==> src/design/oflr_pkg.sv <==
/*
 * Shared constants and types for the output fault limit and response block.
 * Assumes a 50 MHz core clock and two output pages.
 */
package oflr_pkg;
    // ************************************************************
    // Sizes, command codes and reset values
    // ************************************************************
    localparam int NP = 2;
    localparam logic [7:0] CODE_CLEAR_FAULTS = 8'h03;
    localparam logic [7:0] CODE_UV_ACTION = 8'h45;
    localparam logic [7:0] CODE_OC_LIMIT = 8'h46;
    localparam logic [7:0] CODE_UC_LIMIT = 8'h4b;
    localparam logic [7:0] UV_ACTION_RST = 8'h80;
    localparam logic [15:0] OC_LIMIT_RST = 16'hda80;
    localparam logic [15:0] UC_LIMIT_RST = 16'hdd80;
    // ************************************************************
    // Field layouts
    // ************************************************************
    localparam int BEHAV_HI = 7;
    localparam int BEHAV_LO = 6;
    localparam int RETRY_HI = 5;
    localparam int RETRY_LO = 3;
    localparam logic [1:0] BEHAV_RETRY = 2'h2;
    localparam logic [2:0] RETRY_FOREVER = 3'h7;
    localparam int EXP_HI = 15;
    localparam int EXP_LO = 11;
    localparam int MANT_HI = 10;
    localparam logic signed [5:0] FRAC_BITS = 6'sh08;
    // ************************************************************
    // Timing
    // ************************************************************
    localparam int RETRY_UNIT_MS = 70;
    localparam int CLK_KHZ = 50_000;
    localparam int RETRY_UNIT_CYCLES = RETRY_UNIT_MS * CLK_KHZ;
    localparam int TMR_W = 22;
    localparam int CNT_W = 4;
    localparam logic [CNT_W-1:0] CNT_ONE = 4'h1;
    // ************************************************************
    // Types
    // ************************************************************
    typedef enum logic [3:0] {
        ST_OFF = 4'h1,
        ST_ON = 4'h2,
        ST_LATCH = 4'h4,
        ST_RETRY = 4'h8
    } oflr_st_t;
    typedef struct packed {
        logic valid;
        logic write;
        logic page;
        logic [7:0] code;
        logic [15:0] wdata;
    } oflr_cmd_t;
    typedef struct packed {
        logic valid;
        logic page;
        logic blanked;
        logic signed [23:0] current;
    } oflr_sample_t;
    typedef struct packed {
        logic [7:0] uv_action;
        logic [15:0] oc_limit;
        logic [15:0] uc_limit;
        oflr_st_t st;
        logic [TMR_W-1:0] timer;
        logic [CNT_W-1:0] oc_cnt;
        logic [CNT_W-1:0] uc_cnt;
        logic uv_flag;
        logic oc_flag;
        logic uc_flag;
        logic out_en;
        logic oc_trip;
        logic uc_trip;
    } oflr_page_t;
    typedef struct packed {
        oflr_page_t [NP-1:0] page;
        logic [NP-1:0] reg_s1;
        logic [NP-1:0] reg_s2;
        logic [NP-1:0] uv_s1;
        logic [NP-1:0] uv_s2;
        logic [NP-1:0] en_s1;
        logic [NP-1:0] en_s2;
        logic [15:0] rdata;
        logic rvalid;
        logic alert_n;
    } oflr_state_t;
endpackage : oflr_pkg

==> src/design/oflr_top.sv <==
/*
 * Output fault limits and undervoltage response for each output page.
 * Assumes commands arrive already decoded from the serial bus on REF_CLK,
 * current samples come from logic on REF_CLK, and pins are asynchronous.
 */
`timescale 1ns/1ps
module oflr_top #(
    parameter int unsigned RETRY_CYCLES = oflr_pkg::RETRY_UNIT_CYCLES
) (
    input wire logic REF_CLK,
    input wire logic SYS_RST,
    input wire oflr_pkg::oflr_cmd_t CMD,
    input wire oflr_pkg::oflr_sample_t SAMPLE,
    input wire logic [oflr_pkg::CNT_W-1:0] SAMPLE_COUNT,
    input wire logic [oflr_pkg::NP-1:0] OUTPUT_IN_REGULATION,
    input wire logic [oflr_pkg::NP-1:0] UV_DETECT,
    input wire logic [oflr_pkg::NP-1:0] ENABLE_PIN,
    input wire logic [oflr_pkg::NP-1:0] OPERATION_ON,
    input wire logic [oflr_pkg::NP-1:0] OTHER_FAULT_OFF,
    input wire logic [oflr_pkg::NP-1:0] AVG_OC_TRIP,
    input wire logic [oflr_pkg::NP-1:0] AVG_UC_TRIP,
    output logic [15:0] RDATA,
    output logic RVALID,
    output logic ALERT_OUT_N,
    output logic [oflr_pkg::NP-1:0] OUTPUT_EN,
    output logic [oflr_pkg::NP-1:0] UV_FAULT_FLAG,
    output logic [oflr_pkg::NP-1:0] OC_FAULT_FLAG,
    output logic [oflr_pkg::NP-1:0] UC_FAULT_FLAG,
    output logic [oflr_pkg::NP-1:0] OC_TRIP,
    output logic [oflr_pkg::NP-1:0] UC_TRIP
);
    // ************************************************************
    // Helpers
    // ************************************************************
    localparam logic [oflr_pkg::TMR_W-1:0] RETRY_LOAD = oflr_pkg::TMR_W'(RETRY_CYCLES - 1);

    function automatic logic cmd_hit(oflr_pkg::oflr_cmd_t c, logic [7:0] code, int p);
        cmd_hit = c.valid && c.write && c.code == code && c.page == 1'(p);
    endfunction : cmd_hit

    // Converts an exponent-mantissa value to signed fixed point.
    function automatic logic signed [47:0] lin_to_fix(logic [15:0] v);
        logic signed [5:0] sh;
        logic signed [47:0] m;
        sh = 6'(signed'(v[oflr_pkg::EXP_HI:oflr_pkg::EXP_LO])) + oflr_pkg::FRAC_BITS;
        m = 48'(signed'(v[oflr_pkg::MANT_HI:0]));
        if (sh >= 0) begin
            lin_to_fix = m <<< sh;
        end else begin
            lin_to_fix = m >>> (-sh);
        end
    endfunction : lin_to_fix

    oflr_pkg::oflr_state_t r_reg;
    oflr_pkg::oflr_state_t r_next;
    logic clear_all;
    logic [oflr_pkg::NP-1:0] uv_evt;
    logic [oflr_pkg::NP-1:0] run;
    logic [oflr_pkg::NP-1:0] samp_ok;
    logic [oflr_pkg::NP-1:0] oc_viol;
    logic [oflr_pkg::NP-1:0] uc_viol;

    // ************************************************************
    // Next-state logic
    // ************************************************************
    always_comb begin
        logic [oflr_pkg::CNT_W-1:0] need;
        logic [1:0] behav;
        logic [2:0] retry;
        logic signed [47:0] samp;
        logic any_flag;
        r_next = r_reg;
        need = (SAMPLE_COUNT == '0) ? oflr_pkg::CNT_ONE : SAMPLE_COUNT;
        samp = 48'(SAMPLE.current);
        any_flag = 1'b0;
        behav = '0;
        retry = '0;
        r_next.rvalid = 1'b0;
        r_next.reg_s1 = OUTPUT_IN_REGULATION;
        r_next.reg_s2 = r_reg.reg_s1;
        r_next.uv_s1 = UV_DETECT;
        r_next.uv_s2 = r_reg.uv_s1;
        r_next.en_s1 = ENABLE_PIN;
        r_next.en_s2 = r_reg.en_s1;
        clear_all = CMD.valid && CMD.write && CMD.code == oflr_pkg::CODE_CLEAR_FAULTS;
        for (int p = 0; p < oflr_pkg::NP; p++) begin
            if (cmd_hit(CMD, oflr_pkg::CODE_UV_ACTION, p)) begin
                r_next.page[p].uv_action = CMD.wdata[7:0];
            end
            if (cmd_hit(CMD, oflr_pkg::CODE_OC_LIMIT, p)) begin
                r_next.page[p].oc_limit = CMD.wdata;
            end
            if (cmd_hit(CMD, oflr_pkg::CODE_UC_LIMIT, p)) begin
                r_next.page[p].uc_limit = CMD.wdata;
            end
            run[p] = r_reg.en_s2[p] && OPERATION_ON[p] && !OTHER_FAULT_OFF[p];
            uv_evt[p] = r_reg.uv_s2[p] && r_reg.reg_s2[p] && r_reg.page[p].st == oflr_pkg::ST_ON;
            behav = r_reg.page[p].uv_action[oflr_pkg::BEHAV_HI:oflr_pkg::BEHAV_LO];
            retry = r_reg.page[p].uv_action[oflr_pkg::RETRY_HI:oflr_pkg::RETRY_LO];
            unique case (r_reg.page[p].st)
                oflr_pkg::ST_OFF: begin
                    if (run[p]) begin
                        r_next.page[p].st = oflr_pkg::ST_ON;
                    end
                end
                oflr_pkg::ST_ON: begin
                    if (!run[p]) begin
                        r_next.page[p].st = oflr_pkg::ST_OFF;
                    end else if (uv_evt[p]) begin
                        if (behav == oflr_pkg::BEHAV_RETRY && retry == oflr_pkg::RETRY_FOREVER) begin
                            r_next.page[p].st = oflr_pkg::ST_RETRY;
                            r_next.page[p].timer = RETRY_LOAD;
                        end else begin
                            r_next.page[p].st = oflr_pkg::ST_LATCH;
                        end
                    end
                end
                oflr_pkg::ST_LATCH: begin
                    if (clear_all) begin
                        r_next.page[p].st = oflr_pkg::ST_OFF;
                    end
                end
                oflr_pkg::ST_RETRY: begin
                    if (!run[p]) begin
                        r_next.page[p].st = oflr_pkg::ST_OFF;
                    end else if (r_reg.page[p].timer == '0) begin
                        r_next.page[p].st = oflr_pkg::ST_ON;
                    end else begin
                        r_next.page[p].timer = r_reg.page[p].timer - 1'b1;
                    end
                end
                default: begin
                    r_next.page[p].st = oflr_pkg::ST_OFF;
                end
            endcase
            r_next.page[p].out_en = r_next.page[p].st == oflr_pkg::ST_ON;
            // Blanked samples only; any in-range sample restarts the run count.
            samp_ok[p] = SAMPLE.valid && SAMPLE.blanked && SAMPLE.page == 1'(p);
            oc_viol[p] = samp > lin_to_fix(r_reg.page[p].oc_limit);
            uc_viol[p] = samp < lin_to_fix(r_reg.page[p].uc_limit);
            r_next.page[p].oc_trip = AVG_OC_TRIP[p];
            r_next.page[p].uc_trip = AVG_UC_TRIP[p];
            if (samp_ok[p]) begin
                if (!oc_viol[p]) begin
                    r_next.page[p].oc_cnt = '0;
                end else if (r_reg.page[p].oc_cnt < need) begin
                    r_next.page[p].oc_cnt = r_reg.page[p].oc_cnt + 1'b1;
                    if (r_reg.page[p].oc_cnt + 1'b1 == need) begin
                        r_next.page[p].oc_trip = 1'b1;
                    end
                end
                if (!uc_viol[p]) begin
                    r_next.page[p].uc_cnt = '0;
                end else if (r_reg.page[p].uc_cnt < need) begin
                    r_next.page[p].uc_cnt = r_reg.page[p].uc_cnt + 1'b1;
                    if (r_reg.page[p].uc_cnt + 1'b1 == need) begin
                        r_next.page[p].uc_trip = 1'b1;
                    end
                end
            end
            // A fault arriving with a clear still sets its flag.
            r_next.page[p].uv_flag = (r_reg.page[p].uv_flag && !clear_all) || uv_evt[p];
            r_next.page[p].oc_flag = (r_reg.page[p].oc_flag && !clear_all)
                || r_next.page[p].oc_trip;
            r_next.page[p].uc_flag = (r_reg.page[p].uc_flag && !clear_all)
                || r_next.page[p].uc_trip;
            any_flag = any_flag || r_next.page[p].uv_flag || r_next.page[p].oc_flag
                || r_next.page[p].uc_flag;
        end
        r_next.alert_n = !any_flag;
        if (CMD.valid && !CMD.write) begin
            r_next.rvalid = 1'b1;
            case (CMD.code)
                oflr_pkg::CODE_UV_ACTION: r_next.rdata = {8'h00, r_reg.page[CMD.page].uv_action};
                oflr_pkg::CODE_OC_LIMIT: r_next.rdata = r_reg.page[CMD.page].oc_limit;
                oflr_pkg::CODE_UC_LIMIT: r_next.rdata = r_reg.page[CMD.page].uc_limit;
                default: r_next.rdata = 16'h0000;
            endcase
        end
    end

    // ************************************************************
    // State register
    // ************************************************************
    always_ff @(posedge REF_CLK) begin
        if (SYS_RST) begin
            r_reg <= '0;
            r_reg.alert_n <= 1'b1;
            for (int p = 0; p < oflr_pkg::NP; p++) begin
                r_reg.page[p].uv_action <= oflr_pkg::UV_ACTION_RST;
                r_reg.page[p].oc_limit <= oflr_pkg::OC_LIMIT_RST;
                r_reg.page[p].uc_limit <= oflr_pkg::UC_LIMIT_RST;
                r_reg.page[p].st <= oflr_pkg::ST_OFF;
            end
        end else begin
            r_reg <= r_next;
        end
    end

    // ************************************************************
    // Outputs
    // ************************************************************
    assign RDATA = r_reg.rdata;
    assign RVALID = r_reg.rvalid;
    assign ALERT_OUT_N = r_reg.alert_n;
    for (genvar g = 0; g < oflr_pkg::NP; g++) begin : g_out
        assign OUTPUT_EN[g] = r_reg.page[g].out_en;
        assign UV_FAULT_FLAG[g] = r_reg.page[g].uv_flag;
        assign OC_FAULT_FLAG[g] = r_reg.page[g].oc_flag;
        assign UC_FAULT_FLAG[g] = r_reg.page[g].uc_flag;
        assign OC_TRIP[g] = r_reg.page[g].oc_trip;
        assign UC_TRIP[g] = r_reg.page[g].uc_trip;
    end

    // ************************************************************
    // Checks on page 0, plus the page 1 uv_action reset value
    // ************************************************************
    property p_uv_masked;
        @(posedge REF_CLK) disable iff (SYS_RST)
        (r_reg.page[0].st == oflr_pkg::ST_ON && !r_reg.reg_s2[0])
        |=> r_reg.page[0].st inside {oflr_pkg::ST_ON, oflr_pkg::ST_OFF};
    endproperty
    a_uv_masked: assert property (p_uv_masked) else $error("uv acted on out of regulation");
    property p_reset_vals;
        @(posedge REF_CLK) $past(SYS_RST) && !SYS_RST
        |-> r_reg.page[1].uv_action == oflr_pkg::UV_ACTION_RST
        && r_reg.page[0].oc_limit == oflr_pkg::OC_LIMIT_RST
        && r_reg.page[0].uc_limit == oflr_pkg::UC_LIMIT_RST;
    endproperty
    a_reset_vals: assert property (p_reset_vals) else $error("bad reset value");
    property p_latch_path;
        @(posedge REF_CLK) disable iff (SYS_RST)
        (uv_evt[0] && run[0]
        && r_reg.page[0].uv_action[oflr_pkg::BEHAV_HI:oflr_pkg::RETRY_LO]
        != {oflr_pkg::BEHAV_RETRY, oflr_pkg::RETRY_FOREVER})
        |=> r_reg.page[0].st == oflr_pkg::ST_LATCH && !OUTPUT_EN[0];
    endproperty
    a_latch_path: assert property (p_latch_path) else $error("uv did not latch off");
    property p_latch_hold;
        @(posedge REF_CLK) disable iff (SYS_RST)
        (r_reg.page[0].st == oflr_pkg::ST_LATCH && !clear_all) |=> $stable(r_reg.page[0].st);
    endproperty
    a_latch_hold: assert property (p_latch_hold) else $error("latched page left early");
    property p_retry_count;
        @(posedge REF_CLK) disable iff (SYS_RST)
        (r_reg.page[0].st == oflr_pkg::ST_RETRY && run[0] && r_reg.page[0].timer != '0)
        |=> r_reg.page[0].st == oflr_pkg::ST_RETRY
        && r_reg.page[0].timer == $past(r_reg.page[0].timer) - 1'b1;
    endproperty
    a_retry_count: assert property (p_retry_count) else $error("retry timer slip");
    property p_restart;
        @(posedge REF_CLK) disable iff (SYS_RST)
        (r_reg.page[0].st == oflr_pkg::ST_RETRY && run[0] && r_reg.page[0].timer == '0)
        |=> OUTPUT_EN[0] ##1 (OUTPUT_EN[0] || !$past(run[0]) || $past(uv_evt[0]));
    endproperty
    a_restart: assert property (p_restart) else $error("retry did not restart");
    property p_uv_alert;
        @(posedge REF_CLK) disable iff (SYS_RST)
        uv_evt[0] |=> UV_FAULT_FLAG[0] && !ALERT_OUT_N ##1 (UV_FAULT_FLAG[0] || $past(clear_all));
    endproperty
    a_uv_alert: assert property (p_uv_alert) else $error("uv flag or alert missing");
    property p_blank_ignored;
        @(posedge REF_CLK) disable iff (SYS_RST)
        !samp_ok[0] |=> $stable(r_reg.page[0].oc_cnt) && $stable(r_reg.page[0].uc_cnt);
    endproperty
    a_blank_ignored: assert property (p_blank_ignored) else $error("unblanked sample counted");
    property p_cnt_clear;
        @(posedge REF_CLK) disable iff (SYS_RST)
        (samp_ok[0] && !oc_viol[0]) |=> r_reg.page[0].oc_cnt == '0;
    endproperty
    a_cnt_clear: assert property (p_cnt_clear) else $error("count not cleared");
    property p_shared_flags;
        @(posedge REF_CLK) disable iff (SYS_RST)
        (OC_TRIP[0] |-> OC_FAULT_FLAG[0]) and (UC_TRIP[0] |-> UC_FAULT_FLAG[0]);
    endproperty
    a_shared_flags: assert property (p_shared_flags) else $error("trip without flag");
endmodule : oflr_top

==> config.mk <==
export PLATFORM = sky130hd
export DESIGN_NAME = oflr_top
export DESIGN_NICKNAME = d
export VERILOG_FILES = /design/src/design/oflr_pkg.sv /design/src/design/oflr_top.sv
export SDC_FILE = /design/constraint.sdc
export NUM_CORES = 1
export LEC_CHECK = 0
export BUFFER_PORTS_ARGS = -buffer_cell sky130_fd_sc_hd__buf_2
export CAP_MARGIN = 20
export CELL_PAD_IN_SITES_DETAIL_PLACEMENT = 1
export CELL_PAD_IN_SITES_GLOBAL_PLACEMENT = 2
export CORE_UTILIZATION = 38
export CTS_BUF_LIST = sky130_fd_sc_hd__clkbuf_2 sky130_fd_sc_hd__clkbuf_4 sky130_fd_sc_hd__clkbuf_8
export CTS_CLUSTER_DIAMETER = 60
export DETAILED_ROUTE_END_ITERATION = 10
export HOLD_SLACK_MARGIN = 0.15
export PLACE_DENSITY = 0.92
export SLEW_MARGIN = 20
export SYNTH_ARGS = -nofsm -noshare
export SYNTH_HDL_FRONTEND = slang
export SYNTH_SLANG_ARGS = --single-unit
==> constraint.sdc <==
create_clock -name REF_CLK -period 5.94 [get_ports REF_CLK]
set_input_delay 0.891 -clock REF_CLK [delete_from_list [all_inputs] [get_ports REF_CLK]]
set_output_delay 0.891 -clock REF_CLK [all_outputs]
set_load 0.02 [all_outputs]
==> impl_metrics.py, run 1 <==
metrics = {
    "sta": {
        "layout_min_cycle_time_ps": 5560,
        "final.setup.tns_ps": 0,
        "setup_viol": 0,
        "fin_skew_ps": 13.5,
        "rsz0062_at_grt": "false",
        "maxSlewHeadroom_pct": 25.6,
        "tightestPinTransition_ps": 1110,
        "finalMaxSlewViolations": 0,
        "hold_viol": 0,
        "setup_ws_ps": 384,
        "finalCritPeriodShare_pct": 93.5,
        "clock.fmax_ghz": 0.180,
    },
    "power_and_ir_drop": {
        "p_leak_nw": 8.78,
        "p_seq_share_pct": 51.8,
        "pwr-share-clk_pct": 34.0,
        "p_int_w": 0.00171,
        "power_switching_w": 0.000787,
        "report.power.total_w": 0.00249,
        "p_comb_share_pct": 14.2,
        "swShare_pct": 31.6,
        "power_density_mw_per_mm2": 117,
        "max-vdd-ir-drop_v": 0.000168,
    },
    "drt": {
        "drt_pass1_iterations": 8,
        "vias": 21400,
        "via_per_inst": 6.29,
        "drc": 0,
        "wl_um": 78600,
        "postRouteAntennaNets": 0,
        "wire_per_inst_um": 23.0,
        "drt_iter0_drc": 1927,
    },
    "floorplanning": {
        "start_util_pct": 38.8,
        "coreArea_mm2": 0.0517,
        "num_io_pins": 104,
        "die_area_mm2": 0.0537,
        "die_h_um": 232,
        "fp-row-count": 83,
        "fp.dieW_um": 232,
    },
    "final_layout": {
        "multiInputGateArea_mm2": 0.0152,
        "regArea_mm2": 0.00380,
        "drive_gt1_share_pct": 10.7,
        "nets": 3018,
        "area_delta_synth_final_pct": 6.63,
        "fillers": 6499,
        "largest_register_ffs": 154,
    },
    "place": {
        "gp_congestion": 0.968,
        "portBuffers": 103,
        "detailed_place_hpwl_um": 59500,
        "pre_cts_slack_ps": 456,
    },
    "clock_network": {
        "clkLatencyLatePin_ps": 500,
        "cts_sinks": 190,
        "cts_setup_buffers": 0,
        "cts.repair.resized": 0,
        "cts-root-buf": "clkbuf_8",
        "clk_path_buf_depth": 2,
        "cts_tree": "done",
        "clkTransAtPathRegs_ps": 110,
        "cts_buffers": 17,
        "htreeDepth": 4,
        "ctsHoldBuffers": 0,
    },
    "global_route": {
        "grt_pass1_vias": 21500,
        "grt_max_degree": 101,
        "antenna_found_initial": 1,
        "grt-ovfl-total": 0,
        "grt_pass1_wl_um": 121000,
        "grtUsageTotal_pct": 28.5,
    },
    "yosys": {
        "yosysTopAreaCellShare_pct": 19.0,
        "synth_common_cells": "360 x a21oi_1, 357 x nand2_1, 243 x nor2_1",
        "syn-cell-area_mm2": 0.0201,
        "avgSynthCellArea_um2": 7.32,
        "synth.most_common_cell": "a21oi_1",
        "synthArstFlopShare_pct": 0,
        "synth_fp_nets": 3040,
        "ys_warn_count": 0,
        "yosysUniqueCellTypes": 80,
        "ys_ff_latch": 190,
        "ys.flop_type": "dfxtp_1",
        "synth-edff-count": 0,
        "synth.top_cells.by_area": "dfxtp_1 19%, ha_1 14%, a21oi_1 9.0%",
        "synthCells": 2738,
        "ys_seq_area_share_pct": 19.0,
        "yosys.area.top_type": "dfxtp_1",
    },
    "job": {
        "cap_viol_max_count": 0,
    },
    "critical_path": {
        "critPathSlowestCell": "ha_1",
        "path_cells": "inv_1 -> ha_1 -> mux4_2 -> and2_1 -> a31oi_1 -> mux2i_1 -> mux2i_1 -> nor2_1 -> a21oi_1 -> ha_1 -> a21o_1 -> a221o_1 -> a221oi_1 -> o211ai_1 -> nor4b_1 -> buf_4 -> nor3_1 -> a2111oi_0 -> a41o_1",
        "crit_type": "reg2reg",
        "arrival_ps": 5990,
        "crit_path_start_kind": "flop",
        "end_kind": "flop",
        "critPathRequiredTime_ps": 6370,
        "reg2regPathDepth": 19,
        "cp_max_fo": 17,
        "cpPeakStageDelay_ps": 700,
    },
    "min_path": {
        "min_path_cells": 1,
        "holdCritPathClass": "reg2reg",
    },
    "outcome": {
        "outcome": "complete, no violations",
    },
}
==> per-stage QoR <==
step           utilization (%)  instances  area, µm²  hold WS, ps
2_1_floorplan                -       2738      20100          414
3_3_place_gp              40.6       3377      21000          416
3_5_place_dp              40.6       3377      21000          424
4_1_cts                   41.3       3408      21400          451
5_1_grt                   41.3       3408      21400          470
6_report                  41.4       3410      21400          447
==> final cells by class <==
cell class,instances,area share (%)
Inverter,61,1.07
Clock inverter,14,0.626
Timing Repair Buffer,159,4.40
Clock buffer,17,1.09
Multi-Input combinational cell,2287,71.0
Sequential cell,190,17.8
Tap cell,680,3.98
Antenna cell,2,0.0234
==> power groups by stage <==
stage	registers [W]	clock network (W)	logic, W
5_1_grt	0.00129	0.000908	0.000387
2_1_floorplan	0.00132	0	0.000192
3_3_place_gp	0.00132	0	0.000326
6_report	0.00129	0.000849	0.000354
3_5_place_dp	0.00132	0	0.000349
4_1_cts	0.00129	0.000863	0.000351
==> worst paths after layout <==
path / startpoint / endpoint / slack, ps
hold reg to reg: r_next[27]$_SDFF_PP0_ / r_reg[27]$_SDFF_PP0_ / 450
hold / removal: r_next[27]$_SDFF_PP0_ / r_reg[27]$_SDFF_PP0_ / 450
setup / recovery: r_reg[97]$_SDFFE_PP1P_ / ALERT_OUT_N$_SDFF_PP1_ / 380
setup reg to reg: r_reg[97]$_SDFFE_PP1P_ / ALERT_OUT_N$_SDFF_PP1_ / 380
==> logic make-up after synthesis <==
logic type / after synthesis / synth area share (%)
compound gates: 891 / 27.7
xor+xnor: 49 / 2.14
fa+ha+maj: 228 / 14.2
buf+inv: 261 / 5.51
flops: 190 / 19.0
mux: 158 / 9.20
simple gates: 961 / 22.3
==> layout by cell type, fill, tap and decap left out, types with 16 or more instances in the layout <==
cell type / instances
a211oi_1: 33
a21o_1: 26
a21oi_1: 360
a221oi_1: 19
a222oi_1: 16
a22o_1: 42
a22oi_1: 47
a31oi_1: 20
and2_1: 16
and3_1: 16
buf_2: 101
buf_4: 58
clkbuf_8: 17
dfxtp_1: 189
ha_1: 228
inv_1: 57
mux2_2: 51
mux2i_1: 91
mux4_2: 16
nand2_1: 357
nand2b_1: 25
nand3_1: 63
nand4_1: 40
nor2_1: 243
nor2b_1: 47
nor3_1: 63
nor4_1: 24
o211ai_1: 30
o21a_1: 26
o21ai_0: 174
xnor2_1: 25
xor2_1: 24
==> layer usage <==
metal	track usage [%]	up-vias	wire length (µm)	part of all wire [%]
li1	-	10100	-	-
met1	38.1	10500	35000	45
met2	46.8	735	35600	45
met3	4.05	130	5650	7.2
met4	9.25	0	2270	2.9
met5	0	-	0	0
==> critical path: cells and delay by family (launching register included) <==
| kind | cells | cell delay [ps] |
|---|---|---|
| AOI/OAI and AO/OA | 8 | 1950 |
| adders and majority gates | 2 | 990 |
| and+or+nand+nor | 4 | 710 |
| muxes | 3 | 690 |
| DFF | 1 | 600 |
| buffers and inverters | 2 | 570 |
(Power assumes the default switching activity.)
==> run 2, diff against run 1 <==
Settings changed: ABC_AREA from default to 1, CORE_UTILIZATION 38 to 35, PLACE_DENSITY 0.92 to 0.91.
==> run 2 against run 1 <==
Against the previous run: global-route usage is 2.8 points lower; highest routed layer is now met5; clock skew is 6.8 ps higher; hold slack worse by 41 ps; register-to-register slack better by 150 ps; via count is 6.7% higher; non-clock buffer count is 29 lower; cell area is 1.4% higher; critical path depth stayed put; maximum frequency is 2.7% higher; critical endpoint is now UC_FAULT_FLAG[1]$_SDFF_PP0_; core utilization is 3.8 points lower; largest power group unchanged.
==> impl_metrics.py, run 2 <==
metrics = {
    "sta": {
        "final.setup.tns_ps": 0,
        "fin_skew_ps": 20.3,
        "tightestPinTransition_ps": 1040,
        "finalMaxSlewViolations": 0,
        "rsz0062_at_grt": "false",
        "layout_min_cycle_time_ps": 5410,
        "setup_ws_ps": 531,
        "setup_viol": 0,
        "clock.fmax_ghz": 0.185,
        "finalCritPeriodShare_pct": 91.1,
        "maxSlewHeadroom_pct": 30.9,
        "hold_viol": 0,
    },
    "drt": {
        "drt_pass1_iterations": 5,
        "vias": 22900,
        "wl_um": 77600,
        "postRouteAntennaNets": 0,
        "wire_per_inst_um": 19.0,
        "drc": 0,
        "via_per_inst": 5.60,
        "drt_iter0_drc": 1642,
    },
    "critical_path": {
        "cp_max_fo": 17,
        "reg2reg_to": "UC_FAULT_FLAG[1]$_SDFF_PP0_",
        "path_cells": "clkinv_1 -> o21ai_0 -> o21ai_0 -> or2_2 -> o21ai_0 -> o21ai_0 -> o21ai_0 -> a21oi_1 -> ha_1 -> nand2_1 -> nor4_1 -> nand3_1 -> nor4_1 -> nand2_2 -> nand3_2 -> nand3_1 -> nand2_1 -> inv_1 -> a21oi_1",
        "cpPeakStageDelay_ps": 650,
        "reg2regPathDepth": 19,
        "r2r_slack_ps": 530,
        "critPathTopFamily": "simple AND/OR/NAND/NOR gates",
        "critPathRequiredTime_ps": 6370,
        "worst-path-buf-inv": 2,
        "r2r-start": "r_reg[161]$_SDFFE_PP1P_",
        "crit_type": "reg2reg",
        "crit_path_start_kind": "flop",
        "critPathSlowestCell": "dfxtp_1",
        "end_kind": "flop",
        "arrival_ps": 5840,
        "cp_common_cell": "o21ai_0",
    },
    "floorplanning": {
        "fp.dieW_um": 243,
        "die_area_mm2": 0.0593,
        "num_io_pins": 104,
        "start_util_pct": 35.4,
        "coreArea_mm2": 0.0577,
        "die_h_um": 243,
        "fp-row-count": 88,
    },
    "clock_network": {
        "cts_setup_buffers": 0,
        "clkLatencyLatePin_ps": 510,
        "cts_tree": "done",
        "cts-root-buf": "clkbuf_8",
        "clk_path_buf_depth": 2,
        "cts_buffers": 17,
        "ctsHoldBuffers": 0,
        "cts.repair.resized": 0,
        "clkTransAtPathRegs_ps": 120,
        "htreeDepth": 4,
        "cts_sinks": 190,
    },
    "yosys": {
        "syn-cell-area_mm2": 0.0204,
        "ys_warn_count": 0,
        "synthArstFlopShare_pct": 0,
        "yosys.area.top_type": "dfxtp_1",
        "avgSynthCellArea_um2": 6.12,
        "synth-edff-count": 0,
        "yosysUniqueCellTypes": 64,
        "synthCells": 3334,
        "ys.flop_type": "dfxtp_1",
        "synth.top_cells.by_area": "dfxtp_1 19%, ha_1 14%, nand2_1 12%",
        "ys_ff_latch": 190,
        "synth_fp_nets": 3636,
        "synth.most_common_cell": "nand2_1",
        "ys_seq_area_share_pct": 18.6,
        "yosysTopAreaCellShare_pct": 18.6,
        "synth_common_cells": "679 x nand2_1, 399 x o21ai_0, 376 x a21oi_1",
    },
    "place": {
        "gp_congestion": 0.897,
        "portBuffers": 103,
        "pre_cts_slack_ps": 588,
        "detailed_place_hpwl_um": 60900,
    },
    "global_route": {
        "use_met1_pct": 36.3,
        "top_usage_layer": "met2",
        "grt_pass1_vias": 22000,
        "grt-ovfl-total": 0,
        "gr-usage-met2_pct": 41.3,
        "grt_use_met3_pct": 2.89,
        "grt_max_degree": 89,
        "grtUsageTotal_pct": 25.7,
        "antenna_found_initial": 5,
        "grt_pass1_wl_um": 123000,
    },
    "min_path": {
        "hold_start": "r_next[26]$_SDFF_PP0_",
        "holdPathEnd": "r_reg[26]$_SDFF_PP0_",
        "holdCritPathClass": "reg2reg",
        "min_path_cells": 2,
    },
    "job": {
        "cap_viol_max_count": 0,
    },
    "power_and_ir_drop": {
        "p_leak_nw": 9.93,
        "power_density_mw_per_mm2": 119,
        "max-vdd-ir-drop_v": 0.000138,
    },
    "final_layout": {
        "final_cell_mix": "679 x nand2_1, 399 x o21ai_0, 376 x a21oi_1",
        "nets": 3605,
        "layout_commonest_cell": "nand2_1",
        "area_delta_synth_final_pct": 6.20,
        "drive_gt1_share_pct": 6.48,
        "largest_register_ffs": 154,
        "final_core_util_pct": 37.6,
    },
    "outcome": {
        "outcome": "complete, no violations",
    },
}
==> run 2: cell count changes in the layout (fill, tap and decap cells not counted), sizes merged, moves of 31 or more <==
cell	before	now
a22oi	47	16
mux2	51	0
a22o	42	3
nor2b	47	0
nand3	63	138
inv	62	376
nor2	243	336
nand2	357	686
mux2i	91	8
o21ai	176	401
==> run 2: how the worst max path moves through the flow <==
stage	start	endpoint	slack (ps)	cells past startpoint
after floorplan	r_reg[180]$_SDFFE_PP1P_	r_reg[123]$_SDFFE_PP0P_	1900	25
after global placement	r_reg[161]$_SDFFE_PP1P_	r_reg[116]$_SDFFE_PP0P_	680	18
after detailed placement	r_reg[161]$_SDFFE_PP1P_	UC_FAULT_FLAG[1]$_SDFF_PP0_	590	19
after CTS	r_reg[161]$_SDFFE_PP1P_	UC_FAULT_FLAG[1]$_SDFF_PP0_	570	19
after global routing	r_reg[161]$_SDFFE_PP1P_	UC_FAULT_FLAG[1]$_SDFF_PP0_	60	19
final	r_reg[161]$_SDFFE_PP1P_	UC_FAULT_FLAG[1]$_SDFF_PP0_	530	19
==> run 2: layout make-up <==
cell class	count	area, µm²
Fill cell	7847	36000
Multi-Input combinational cell	2585	14400
Sequential cell	190	3800
Inverter	379	1430
Tap cell	765	957
Timing Repair Buffer	130	723
Clock buffer	17	234
Clock inverter	15	150
Antenna cell	1	2.50
==> run 2: power breakdown <==
group	internal, W	leakage (nW)	switching, W
logic	0.000123	8.20	0.000263
registers	0.00129	1.54	0.0000105
clock network	0.000347	0.199	0.000549
total	0.00176	9.93	0.000823
==> run 2: metal layers <==
metal  part of all wire (%)  vias to the layer above  routed length, µm
met4                    2.2                        8               1710
met5                  0.068                        -                 53
met1                     48                    10900              37300
met3                    5.2                       86               4070
li1                       -                    11300                  -
met2                     44                      557              34400
==> run 2: cell families (layout without fill, tap and decap cells) <==
| group | count (synthesis) | count (layout) | synth area share [%] |
|---|---|---|---|
| and+or+nand+nor | 1316 | 1316 | 27.2 |
| AOI/OAI and AO/OA | 1000 | 1000 | 27.4 |
| buffers and inverters | 559 | 541 | 10.9 |
| adders and majority gates | 228 | 228 | 14.0 |
| DFF | 190 | 190 | 18.6 |
| xor gates and xnor gates | 33 | 33 | 1.45 |
| muxes | 8 | 8 | 0.392 |
| other | 0 | 1 | 0 |
==> run 2: worst reg2reg max path: cells and delay by family (launching register included) <==
family          cells  cell delay [ps]
fa+ha+maj           1              400
simple gates        9             2280
compound gates      7             1440
buf+inv             2              570
flops               1              650
==> run 2: stage by stage <==
step	instances	power, W	instance area, µm²	hold slack (ps)
final	4082	0.00258	21700	406
after global routing	4082	0.00270	21700	432
after CTS	4081	0.00259	21700	409
after detailed placement	4049	0.00171	21300	397
after global placement	4049	0.00170	21300	391
after floorplan	3334	0.00155	20400	388
